==> config.mk <==
export PLATFORM = sky130hd
export DESIGN_NAME = serial_irq_keyboard_regs
export DESIGN_NICKNAME = d
export VERILOG_FILES = /design/src/logic/serial_irq_pkg.sv /design/src/logic/serial_irq_keyboard_regs.sv
export SDC_FILE = /design/constraint.sdc
export NUM_CORES = 1
export LEC_CHECK = 0
export ABC_AREA = 1
export BUFFER_PORTS_ARGS = -buffer_cell sky130_fd_sc_hd__buf_4
export CORE_AREA = 2 2 122 124
export CTS_BUF_LIST = sky130_fd_sc_hd__clkbuf_8 sky130_fd_sc_hd__clkbuf_16
export CTS_CLUSTER_SIZE = 16
export DETAILED_ROUTE_END_ITERATION = 12
export DIE_AREA = 0 0 124 126
export GPL_TIMING_DRIVEN = 0
export PLACE_DENSITY = 0.45
export SLEW_MARGIN = 20
export SYNTH_ARGS = -nofsm -noshare
export SYNTH_HDL_FRONTEND = slang
export SYNTH_SLANG_ARGS = --single-unit
==> constraint.sdc <==
create_clock -name i_clock -period 1.9 [get_ports i_clock]
set_input_delay 0.19 -clock i_clock [delete_from_list [all_inputs] [get_ports i_clock]]
set_output_delay 0.19 -clock i_clock [all_outputs]
set_load 0.05 [all_outputs]
==> src/logic/serial_irq_pkg.sv <==
// Purpose: shared constants and types for the serial, interrupt and keyboard register bank
// Assumes: 16-bit CPU address, 8-bit data, one 40 MHz clock
// Notes:   offsets are full CPU addresses
package serial_irq_pkg;
	// ----------------------------------------
	// register map
	// ----------------------------------------
	localparam logic [15:0] ADDR_STATUS_RESET = 16'hD20A;
	localparam logic [15:0] ADDR_SERIAL_DATA  = 16'hD20D;
	localparam logic [15:0] ADDR_IRQ          = 16'hD20E;
	localparam logic [15:0] ADDR_SERIAL_KEY   = 16'hD20F;
	localparam logic [7:0]  RESET_IRQ_ENABLE  = 8'h00;
	localparam logic [7:0]  RESET_CONTROL     = 8'h00;
	localparam logic [7:0]  UNMAPPED_READ     = 8'hFF;

	// ----------------------------------------
	// interrupt bit map, shared by enable and status
	// ----------------------------------------
	localparam int IRQ_BREAK     = 7;
	localparam int IRQ_KEYPRESS  = 6;
	localparam int IRQ_RX_READY  = 5;
	localparam int IRQ_TX_NEEDED = 4;
	localparam int IRQ_TX_DONE   = 3;
	localparam int IRQ_TIMER4    = 2;
	localparam int IRQ_TIMER2    = 1;
	localparam int IRQ_TIMER1    = 0;

	// ----------------------------------------
	// control bits
	// ----------------------------------------
	localparam int CTL_FORCE_BREAK = 7;
	localparam int CTL_ASYNC_RX    = 4;
	localparam int CTL_TWO_TONE    = 3;
	localparam int CTL_FAST_POT    = 2;
	localparam int CTL_KEY_SCAN    = 1;
	localparam int CTL_KEY_DEBOUNCE = 0;

	// ----------------------------------------
	// timing
	// ----------------------------------------
	localparam int          CLOCK_MHZ        = 40;
	localparam int          POT_SLOW_CYCLES  = 114;
	localparam logic [6:0]  POT_SLOW_LAST    = 7'(POT_SLOW_CYCLES - 1);
	localparam logic [3:0]  FRAME_DATA_LAST  = 4'h7;
	localparam logic [3:0]  TX_FRAME_BITS    = 4'hA;

	typedef struct packed {
		logic [15:0] addr;
		logic [7:0]  wdata;
		logic        write;
		logic        read;
	} reg_req_type;

	typedef enum logic [1:0] {
		RX_IDLE = 2'b00,
		RX_DATA = 2'b01,
		RX_STOP = 2'b11
	} rx_state_type;
endpackage

==> src/logic/serial_irq_keyboard_regs.sv <==
// Purpose: serial port, interrupt and keyboard register bank with its serial shifters
// Assumes: bit ticks and event pulses arrive one clock wide, synchronous to i_clock
// Notes:   one clock, no clock enable
//
// What this block does
// - transmit data write feeds output shifter
// - receive data read returns byte, clears ready
// - newer received byte overwrites unread one
// - overrun only while receive interrupt pending
// - enable and status share one bit map
// - enable 1 enables; 0 clears status, pending
// - enable writes never reset transmit-complete bit
// - idle output plus enable raises transmit-complete
// - latched status reads 0 pending, 1 otherwise
// - transmit-complete status is live, not latched
// - pending interrupts hold request until disabled
// - force break drives serial output low
// - async receive uses timer 4, resets timers
// - two-tone sends channel 1 or 2 tone
// - pot counters tick every 114 or 1
// - bits 1,0 scan/debounce; 00 initializes
// - input overrun when byte while receive pending
// - status bit 4 shows live input line
// - status reset write clears three error flags
`timescale 1ns/1ps
module serial_irq_keyboard_regs
	import serial_irq_pkg::*;
(
	// clock and reset
	input  wire logic                        i_clock,
	input  wire logic                        i_rstn,
	// register port
	input  wire serial_irq_pkg::reg_req_type i_bus,
	output logic [7:0]                       o_rdata,
	// interrupt sources and request
	input  wire logic                        i_break_key,
	input  wire logic                        i_keypress,
	input  wire logic                        i_timer1,
	input  wire logic                        i_timer2,
	input  wire logic                        i_timer4,
	output logic                             o_irq_n,
	// serial link
	input  wire logic                        i_rx_line,
	input  wire logic                        i_rx_clock_tick,
	input  wire logic                        i_tx_bit_tick,
	input  wire logic                        i_audio1,
	input  wire logic                        i_audio2,
	output logic                             o_serial_out,
	output logic                             o_timer34_reset,
	output logic                             o_rx_data_ready,
	// keyboard and pots
	input  wire logic                        i_shift_down,
	input  wire logic                        i_key_down,
	output logic                             o_key_scan_en,
	output logic                             o_key_debounce_en,
	output logic                             o_key_init,
	output logic                             o_pot_tick
);
	import serial_irq_pkg::*;

	// ----------------------------------------
	// register decode
	// ----------------------------------------
	logic       wr_enable, wr_control, wr_tx, wr_status_reset, rd_rx;
	logic [7:0] irq_enable_reg, serial_key_control_reg;

	assign wr_enable       = i_bus.write && (i_bus.addr == ADDR_IRQ);
	assign wr_control      = i_bus.write && (i_bus.addr == ADDR_SERIAL_KEY);
	assign wr_tx           = i_bus.write && (i_bus.addr == ADDR_SERIAL_DATA);
	assign wr_status_reset = i_bus.write && (i_bus.addr == ADDR_STATUS_RESET);
	assign rd_rx           = i_bus.read && (i_bus.addr == ADDR_SERIAL_DATA);

	always_ff @(posedge i_clock or negedge i_rstn) begin
		if (!i_rstn) begin
			irq_enable_reg <= RESET_IRQ_ENABLE;
		end else if (wr_enable) begin
			irq_enable_reg <= i_bus.wdata;
		end
	end

	always_ff @(posedge i_clock or negedge i_rstn) begin
		if (!i_rstn) begin
			serial_key_control_reg <= RESET_CONTROL;
		end else if (wr_control) begin
			serial_key_control_reg <= i_bus.wdata;
		end
	end

	// ----------------------------------------
	// transmit: holding register and shifter
	// ----------------------------------------
	logic [7:0] transmit_data_reg;
	logic       tx_hold_full_reg;
	logic [9:0] tx_shift_reg;
	logic [3:0] tx_count_reg;
	logic       tx_load, tx_busy;

	// a new byte waits in the holder until the shifter frees up
	assign tx_load = tx_hold_full_reg && (tx_count_reg == 4'h0);
	assign tx_busy = tx_hold_full_reg || (tx_count_reg != 4'h0);

	always_ff @(posedge i_clock or negedge i_rstn) begin
		if (!i_rstn) begin
			transmit_data_reg <= 8'h00;
			tx_hold_full_reg  <= 1'b0;
		end else if (wr_tx) begin
			transmit_data_reg <= i_bus.wdata;
			tx_hold_full_reg  <= 1'b1;
		end else if (tx_load) begin
			tx_hold_full_reg  <= 1'b0;
		end
	end

	always_ff @(posedge i_clock or negedge i_rstn) begin
		if (!i_rstn) begin
			tx_shift_reg <= 10'h3FF;
			tx_count_reg <= 4'h0;
		end else if (tx_load) begin
			tx_shift_reg <= {1'b1, transmit_data_reg, 1'b0};
			tx_count_reg <= TX_FRAME_BITS;
		end else if (i_tx_bit_tick && tx_count_reg != 4'h0) begin
			tx_shift_reg <= {1'b1, tx_shift_reg[9:1]};
			tx_count_reg <= tx_count_reg - 4'h1;
		end
	end

	always_ff @(posedge i_clock or negedge i_rstn) begin
		if (!i_rstn) begin
			o_serial_out <= 1'b1;
		end else if (serial_key_control_reg[CTL_FORCE_BREAK]) begin
			o_serial_out <= 1'b0;
		end else if (serial_key_control_reg[CTL_TWO_TONE]) begin
			o_serial_out <= tx_shift_reg[0] ? i_audio1 : i_audio2;
		end else begin
			o_serial_out <= tx_shift_reg[0];
		end
	end

	// ----------------------------------------
	// receive shifter
	// ----------------------------------------
	rx_state_type rx_state_reg;
	logic [7:0]   receive_data_reg, rx_shift_reg;
	logic [3:0]   rx_count_reg;
	logic         rx_line_level, rx_tick, rx_done, rx_frame_bad;

	assign rx_line_level = i_rx_line; // inputs are synchronous
	assign rx_tick       = serial_key_control_reg[CTL_ASYNC_RX] ? i_timer4 : i_rx_clock_tick;
	assign rx_done       = rx_tick && (rx_state_reg == RX_STOP);
	assign rx_frame_bad  = rx_done && !rx_line_level;

	always_ff @(posedge i_clock or negedge i_rstn) begin
		if (!i_rstn) begin
			rx_state_reg <= RX_IDLE;
			rx_shift_reg <= 8'h00;
			rx_count_reg <= 4'h0;
		end else if (rx_tick) begin
			case (rx_state_reg)
				RX_IDLE: begin
					if (!rx_line_level) begin
						rx_state_reg <= RX_DATA;
						rx_count_reg <= 4'h0;
					end
				end
				RX_DATA: begin
					rx_shift_reg <= {rx_line_level, rx_shift_reg[7:1]};
					rx_count_reg <= rx_count_reg + 4'h1;
					if (rx_count_reg == FRAME_DATA_LAST) begin
						rx_state_reg <= RX_STOP;
					end
				end
				RX_STOP: rx_state_reg <= RX_IDLE;
				default: rx_state_reg <= RX_IDLE;
			endcase
		end
	end

	always_ff @(posedge i_clock or negedge i_rstn) begin
		if (!i_rstn) begin
			receive_data_reg <= 8'h00;
		end else if (rx_done) begin
			receive_data_reg <= rx_shift_reg;
		end
	end

	// a completion in the same cycle as the read wins
	always_ff @(posedge i_clock or negedge i_rstn) begin
		if (!i_rstn) begin
			o_rx_data_ready <= 1'b0;
		end else if (rx_done) begin
			o_rx_data_ready <= 1'b1;
		end else if (rd_rx) begin
			o_rx_data_ready <= 1'b0;
		end
	end

	// timers restart so the bit clock lines up with the next edge
	always_ff @(posedge i_clock or negedge i_rstn) begin
		if (!i_rstn) begin
			o_timer34_reset <= 1'b0;
		end else begin
			o_timer34_reset <= serial_key_control_reg[CTL_ASYNC_RX]
				&& (rx_state_reg == RX_IDLE || !rx_line_level);
		end
	end

	// ----------------------------------------
	// interrupt status
	// ----------------------------------------
	logic [7:0] irq_pending_reg, irq_pending_next, irq_events, irq_enable_now;
	logic       tx_needed_pulse;

	assign tx_needed_pulse = tx_load;
	assign irq_enable_now  = wr_enable ? i_bus.wdata : irq_enable_reg; // a disabling write clears all but transmit done at once
	always_comb begin
		irq_events                = 8'h00;
		irq_events[IRQ_BREAK]     = i_break_key;
		irq_events[IRQ_KEYPRESS]  = i_keypress;
		irq_events[IRQ_RX_READY]  = rx_done;
		irq_events[IRQ_TX_NEEDED] = tx_needed_pulse;
		irq_events[IRQ_TIMER4]    = i_timer4;
		irq_events[IRQ_TIMER2]    = i_timer2;
		irq_events[IRQ_TIMER1]    = i_timer1;
		// disabled sources hold their status in the inactive state
		irq_pending_next          = (irq_pending_reg | irq_events) & irq_enable_now;
		// transmit done is live: the idle shifter with the enable set
		irq_pending_next[IRQ_TX_DONE] = irq_enable_reg[IRQ_TX_DONE] && !tx_busy;
	end

	always_ff @(posedge i_clock or negedge i_rstn) begin
		if (!i_rstn) begin
			irq_pending_reg <= 8'h00;
		end else begin
			irq_pending_reg <= irq_pending_next;
		end
	end

	always_ff @(posedge i_clock or negedge i_rstn) begin
		if (!i_rstn) begin
			o_irq_n <= 1'b1;
		end else begin
			o_irq_n <= ~|irq_pending_next;
		end
	end

	// ----------------------------------------
	// error flags, set wins over the reset strobe
	// ----------------------------------------
	logic frame_error_flag, key_overrun_flag, rx_overrun_flag;

	always_ff @(posedge i_clock or negedge i_rstn) begin
		if (!i_rstn) begin
			frame_error_flag <= 1'b0;
			key_overrun_flag <= 1'b0;
			rx_overrun_flag  <= 1'b0;
		end else begin
			frame_error_flag <= rx_frame_bad
				|| (frame_error_flag && !wr_status_reset);
			key_overrun_flag <= (i_keypress && irq_pending_reg[IRQ_KEYPRESS])
				|| (key_overrun_flag && !wr_status_reset);
			rx_overrun_flag  <= (rx_done && irq_pending_reg[IRQ_RX_READY])
				|| (rx_overrun_flag && !wr_status_reset);
		end
	end

	// ----------------------------------------
	// pot counter rate and keyboard controls
	// ----------------------------------------
	logic [6:0] pot_div_reg;

	always_ff @(posedge i_clock or negedge i_rstn) begin
		if (!i_rstn) begin
			pot_div_reg <= 7'h00;
			o_pot_tick  <= 1'b0;
		end else if (serial_key_control_reg[CTL_FAST_POT]) begin
			pot_div_reg <= 7'h00;
			o_pot_tick  <= 1'b1;
		end else begin
			pot_div_reg <= (pot_div_reg == POT_SLOW_LAST) ? 7'h00 : pot_div_reg + 7'h01;
			o_pot_tick  <= (pot_div_reg == POT_SLOW_LAST);
		end
	end

	always_ff @(posedge i_clock or negedge i_rstn) begin
		if (!i_rstn) begin
			o_key_scan_en     <= 1'b0;
			o_key_debounce_en <= 1'b0;
			o_key_init        <= 1'b1;
		end else begin
			o_key_scan_en     <= serial_key_control_reg[CTL_KEY_SCAN];
			o_key_debounce_en <= serial_key_control_reg[CTL_KEY_DEBOUNCE];
			o_key_init        <= serial_key_control_reg[1:0] == 2'b00;
		end
	end

	// ----------------------------------------
	// read data, one cycle after the strobe
	// ----------------------------------------
	logic [7:0] status_view, serial_key_status_view;

	assign status_view = ~irq_pending_reg;
	assign serial_key_status_view = {~frame_error_flag, ~key_overrun_flag, ~rx_overrun_flag,
		rx_line_level, ~i_shift_down, ~i_key_down,
		rx_state_reg == RX_IDLE, 1'b1};

	always_ff @(posedge i_clock or negedge i_rstn) begin
		if (!i_rstn) begin
			o_rdata <= 8'h00;
		end else if (i_bus.read) begin
			case (i_bus.addr)
				ADDR_SERIAL_DATA: o_rdata <= receive_data_reg;
				ADDR_IRQ:         o_rdata <= {status_view[7:4], tx_busy, status_view[2:0]};
				ADDR_SERIAL_KEY:  o_rdata <= serial_key_status_view;
				default:          o_rdata <= UNMAPPED_READ;
			endcase
		end
	end

	// ----------------------------------------
	// checks
	// ----------------------------------------
	chk_disable_clears: assert property (@(posedge i_clock) disable iff (!i_rstn)
		wr_enable && !i_bus.wdata[IRQ_TIMER1] |=> !irq_pending_reg[IRQ_TIMER1])
		else $error("disabled source still pending");
	chk_event_latches: assert property (@(posedge i_clock) disable iff (!i_rstn)
		i_timer2 && irq_enable_reg[IRQ_TIMER2] && !wr_enable
		|=> irq_pending_reg[IRQ_TIMER2] ##1 (irq_pending_reg[IRQ_TIMER2] || $past(wr_enable)))
		else $error("timer two status not latched");
	chk_irq_request: assert property (@(posedge i_clock) disable iff (!i_rstn)
		|irq_pending_reg |-> !o_irq_n)
		else $error("request dropped while pending");
	chk_tx_done_live: assert property (@(posedge i_clock) disable iff (!i_rstn)
		irq_enable_reg[IRQ_TX_DONE] && !tx_busy |=> irq_pending_reg[IRQ_TX_DONE])
		else $error("idle output did not raise transmit done");
	chk_force_break: assert property (@(posedge i_clock) disable iff (!i_rstn)
		serial_key_control_reg[CTL_FORCE_BREAK] |=> !o_serial_out)
		else $error("break not forced");
	chk_rx_overrun: assert property (@(posedge i_clock) disable iff (!i_rstn)
		rx_done && irq_pending_reg[IRQ_RX_READY] |=> rx_overrun_flag)
		else $error("overrun missed");
	chk_overrun_cause: assert property (@(posedge i_clock) disable iff (!i_rstn)
		$rose(rx_overrun_flag) |-> $past(rx_done) && $past(irq_pending_reg[IRQ_RX_READY]))
		else $error("overrun without pending receive");
	chk_status_reset: assert property (@(posedge i_clock) disable iff (!i_rstn)
		wr_status_reset && !rx_done && !i_keypress |=> !frame_error_flag && !key_overrun_flag)
		else $error("status reset failed");
	chk_pot_slow: assert property (@(posedge i_clock) disable iff (!i_rstn)
		o_pot_tick && !serial_key_control_reg[CTL_FAST_POT] && !wr_control
		|=> !o_pot_tick)
		else $error("slow pot tick too often");
	chk_rx_read: assert property (@(posedge i_clock) disable iff (!i_rstn)
		rd_rx && !rx_done |=> !o_rx_data_ready && o_rdata == $past(receive_data_reg))
		else $error("receive read wrong");
	cov_byte_in: cover property (@(posedge i_clock) disable iff (!i_rstn) rx_done);
	cov_byte_out: cover property (@(posedge i_clock) disable iff (!i_rstn)
		tx_load ##[1:400] !tx_busy);
	cov_overrun: cover property (@(posedge i_clock) disable iff (!i_rstn) $rose(rx_overrun_flag));
endmodule

# After elaboration in Yosys (flattened, before gate mapping)
# Index checks and enable logic that the tools add are counted.
classes:
  reduce_logical: 37
  n_mux: 22
  addsub: 3
  n_eq_ne: 10
  n_bitwise: 8
op_table:
  columns: ["cell", "n"]
  rows:
  - ["$eq A16 B16 Y1 const B", 4]
  - ["$pmux W8 S3", 1]
  - ["$mux W10", 2]
  - ["$logic_and A1 B1 Y1", 16]
  - ["$mux W7", 2]
  - ["$mux W4", 3]
  - ["$mux W1", 9]
  - ["$and A8 B8 Y8", 1]
  - ["$mux W8", 1]
  - ["$not A8 Y8", 1]
  - ["$or A8 B8 Y8", 1]
  - ["$pmux W4 S2", 1]
  - ["$reduce_bool A2 Y1", 4]
  - ["$reduce_or A8 Y1", 1]
  - ["$add A7 B1 Y7 const B", 1]
  - ["$eq A7 B7 Y1 const B", 1]
  - ["$reduce_and A3 Y1", 2]
  - ["$logic_or A1 B1 Y1", 5]
  - ["$not A1 Y1", 5]
  - ["$add A4 B1 Y4 const B", 1]
  - ["$eq A4 B3 Y1 const B", 1]
  - ["$logic_not A1 Y1", 4]
  - ["$logic_not A2 Y1", 2]
  - ["$logic_not A4 Y1", 1]
  - ["other kinds (8)", 10]
word_totals:
  ff_bits: 95
  elab_cells: 104
  output_inout_bits: 16

# Longest topological paths before layout
depth:
  ltp_word: 6
  depth_mapped: 12
  depth_no_buf: 11

# Worst setup path before layout
# No wires, ideal clock.
synth_path:
  path_kind: "register -> register"
  start: "register tx_count_reg[1]"
  end: "register tx_count_reg[0]"
  stages_incl_launch_ff: 9
  setup_ps: 127
  n_path_buf: 1
  path_slack_ps: 459
  arrival_time_ps: 1313
  path_cell_list: "dfrtp_1 inv_1 ha_1 nand2_1 nor2_1 nand2_1 nand2_1 buf_2 o21ai_0"
synth_via:
  elab_chain_cells: 3
  word_cells_on_any_way: 6
synth_lines:
  columns: ["item", "line", "text"]
  rows:
  - ["start: declaration", "serial_irq_keyboard_regs.sv:95", "logic [3:0] tx_count_reg;"]
  - ["start signal: assignment", "serial_irq_keyboard_regs.sv:123", "tx_count_reg <= tx_count_reg - 4'h1;"]
  - ["$logic_not A4 Y1 or $reduce_bool A4 Y1 (tied branches)", "serial_irq_keyboard_regs.sv:99, serial_irq_keyboard_regs.sv:121", null]
  - ["$logic_and A1 B1 Y1 (on tied branches)", "serial_irq_keyboard_regs.sv:99, serial_irq_keyboard_regs.sv:121", null]
  - ["$mux W4 or $reduce_bool A2 Y1 (tied branches)", null, null]
# Several ways; a longest one is shown, not always the timed one.
# A chain may end at the register's enable or synchronous reset.

# Worst setup path after layout
# Same ends and word-level chain as after synthesis.

==> results.md <==
- Final routed wire length divided by cell count: between 10 and 15 um
- Fraction of final layout cells sized beyond drive strength 1: 0.238
- Die footprint: about 16,000 um2
- Most used flip-flop cell after synthesis: sky130_fd_sc_hd__dfrtp_1
- Via density: 4.44
- Shortest clock period the worst path allows after layout: between 1.5 and 2 ns
- Critical Path RT: roughly 2.1 ns
- Synth area leader: sky130_fd_sc_hd__dfrtp_1
- Num CTS Buffers: 9
- Net count of the mapped netlist: 521
- Effective utilization at floorplan: 0.295
- Highest Clock Rate: about 0.60 GHz
- Nets: about 590
- Worst path arrival time: 1.91 ns
- Period utilization: 0.883
- Routed wire length: 9970 um
- Core region area: 14,300 um2
- Synth Cell Area: 4230 um2
- Number of remaining DRC errors: 0
- Count of state elements after synthesis: 91
- Maximum clock skew at final layout: 0.00908 ns
- Transition at the pin with the smallest max-transition slack: between 0.8 and 0.9 ns
- Switching fraction of total power: 0.302
- Number of port buffers: 54
- Post-Synthesis Cells: 476
- Clock root cell: sky130_fd_sc_hd__clkbuf_16
- Number of pins exceeding their max-slew limit in the final report: 0
- Total Neg Setup Slack: 0 ns
- Mean instance size in the synthesized netlist: 8.88 um2
- Area taken by multi-input logic gates: 1580 um2
- Leakage power figure: between 2 and 3 nW
- Number of warnings reported in the yosys synthesis log: 0
- Register share of total power: 0.442
- Number of H-tree levels: 3
- Commonest cells in the netlist: sky130_fd_sc_hd__nand2_1, sky130_fd_sc_hd__dfrtp_1, sky130_fd_sc_hd__inv_1
- Area used by sequential logic in the layout: 2290 um2
- Path type of the worst min-delay path: input pin to flop
- Max-Slew Margin vs Limit: 0.443
- Final HPWL DP: 7300 um
- Global routing usage summed across all routing layers: 0.139
- Power Total: 6.06 mW
- Die height: 126 um
- Diode insertion count for antenna repair: 0
- Post-detailed-route count of antenna-violating nets: 0
- Initial drt markers: 166
- Kind of start point of the critical path: flop
- Overflow after GRT: 0
- Final Wtd Congestion: 0.755
- Sequential-to-total area share from yosys stat: 0.542
- Area contributors post-synth: sky130_fd_sc_hd__dfrtp_1, sky130_fd_sc_hd__nand2_1, sky130_fd_sc_hd__dfstp_2, sky130_fd_sc_hd__inv_1, sky130_fd_sc_hd__o21ai_0
- RSZ-0062 raised after global routing: no
- Number of antenna violations at the first check in global routing: 0
- Max-cap violations: 0
- Power density normalized to cell area: between 1000 and 1500 nW/um2
- Top-area cell type share of the netlist area: 0.468
- Routed vias: 3,245
- Horizontal extent of the die: approximately 120 um
- Clock slew seen by the registers of the worst setup and hold paths: 0.07 ns
- Highest net fanout along the worst path: 10
- Number of global-route vias before repair: around 3,300
- Type of element capturing the critical path: flop
- Detailed-routing iteration count for the pre-antenna-repair pass: 4
- Fillers: between 1,000 and 1,500
- Fraction of power consumed by the clock network: 0.355
- Largest net degree at the start of global routing: 92
- Worst supply voltage drop on vdd: 472 uV
- Internal power consumption: between 4 and 5 mW
- Number of synthesized flops with an enable pin: 0
- Net Switching: 1.83 mW
- Longest Clk Path Bufs: 2
- Run status: finished, final reports clean
- Path type of the worst setup path: flop to flop
- Number of distinct library cells after synthesis: 45
- Portion of total power attributed to combinational logic: 0.202
- Total count of hold-check failures in the final report: 0
- Top-level I/O count: 56
- Number of flip-flops under the largest register name: 9
- Async set-reset flop share out of synthesis: 1.00
- Setup-violating endpoint count in the final report: 0
- TritonCTS clock tree: done
- Global-route wire length before repair: about 17,000 um
- Clk Latency, worst-skew pair: roughly 0.35 ns
- Standard-cell rows: 44
- Cell with the most instances after synthesis: sky130_fd_sc_hd__nand2_1
- Post-synthesis to final-layout area growth: 24.2%
- Clock sink total: 91
through the flow:
stage / setup slack [ns] / hold slack (ns) / instances / area, um2 / utilization
2_1_floorplan: 0.459 / -0.106 / 476 / 4230 / -
3_3_place_gp: 0.102 / 0.399 / 714 / 4860 / 0.340
3_5_place_dp: 0.0872 / 0.341 / 714 / 4870 / 0.340
4_1_cts: 0.0651 / 0.0590 / 731 / 5240 / 0.366
5_1_grt: 0.0332 / 0.0613 / 731 / 5250 / 0.367
6_report: 0.221 / 0.0765 / 731 / 5250 / 0.367
placed cells by master, fill, tap and decap left out, types with 7 or more instances in the layout:
cell and n:
sky130_fd_sc_hd__dfstp_2 12, sky130_fd_sc_hd__o21ai_1 9, sky130_fd_sc_hd__nor2_1 29, sky130_fd_sc_hd__nand4_1 10, sky130_fd_sc_hd__inv_1 77, sky130_fd_sc_hd__clkbuf_16 9, sky130_fd_sc_hd__o21ai_0 45, sky130_fd_sc_hd__nand2_1 103
sky130_fd_sc_hd__o21a_1 8, sky130_fd_sc_hd__dfrtp_1 79, sky130_fd_sc_hd__a21oi_1 7, sky130_fd_sc_hd__nand3_1 20, sky130_fd_sc_hd__buf_4 54
power by group through the flow:
stage	clock, mW	sequential, mW	combinational [mW]
after floorplan	0	2.75	0.765
after global placement	0	2.69	1.20
after detailed placement	0	2.71	1.24
after CTS	2.23	2.68	1.24
after global routing	2.31	2.74	1.44
final	2.15	2.68	1.23
final timing paths:
kind	startpoint	end	slack, ns	depth (start not counted)
min in group asynchronous	i_rstn	pot_div_reg[2]	0.49	2
max in group asynchronous	i_rstn	serial_key_control_reg[3]	0.85	2
hold reg to reg	serial_key_control_reg[1]	o_key_scan_en	0.41	0
hold / removal	i_bus[3]	irq_enable_reg[1]	0.08	2
setup / recovery	tx_count_reg[1]	tx_count_reg[0]	0.22	8
setup reg to reg	tx_count_reg[1]	tx_count_reg[0]	0.22	8
per-layer routing:
layer  GRT usage  routed length, um  up-vias
met5           0                  0        -
met4      0.0496                180        0
met3      0.0389                317       16
met2       0.224               4900       53
met1       0.178               4580     1522
li1            -                  -     1654
what timing repair did:
action	4_1_cts	5_1_grt
gates resized for setup	0	4
setup endpoints to repair	0	10
buffers inserted	0	0
hold endpoints to repair	79	0
hold buffers	1	0
final cells by class:
cell class              count  share of cell area
clock buffers              11              0.0481
well taps                 184              0.0438
inverters                  79              0.0565
multi-input cells         294               0.300
repair buffers             55              0.0798
clock inverters             5              0.0205
flip-flops and latches     91               0.437
plain buffers              12              0.0145
logic make-up (layout without fill, tap and decap cells):
group | after synthesis | in the layout | share of synthesized area
xor+xnor | 3 | 3 | 0.00622
buf+inv | 91 | 162 | 0.0876
fa+ha+maj | 5 | 5 | 0.0148
compound gates | 89 | 89 | 0.124
mux | 2 | 2 | 0.00622
simple gates | 195 | 195 | 0.219
flops | 91 | 91 | 0.542
critical path, cell delays in order, from the launching register on:
cell,delay (ns)
sky130_fd_sc_hd__dfrtp_1,0.41
sky130_fd_sc_hd__inv_1,0.09
sky130_fd_sc_hd__ha_1,0.14
sky130_fd_sc_hd__nand2_1,0.11
sky130_fd_sc_hd__nor2_2,0.18
sky130_fd_sc_hd__nand2_2,0.16
sky130_fd_sc_hd__nand2_1,0.16
sky130_fd_sc_hd__clkbuf_4,0.21
sky130_fd_sc_hd__o21ai_0,0.10
Power figures use the tool's default switching activity.
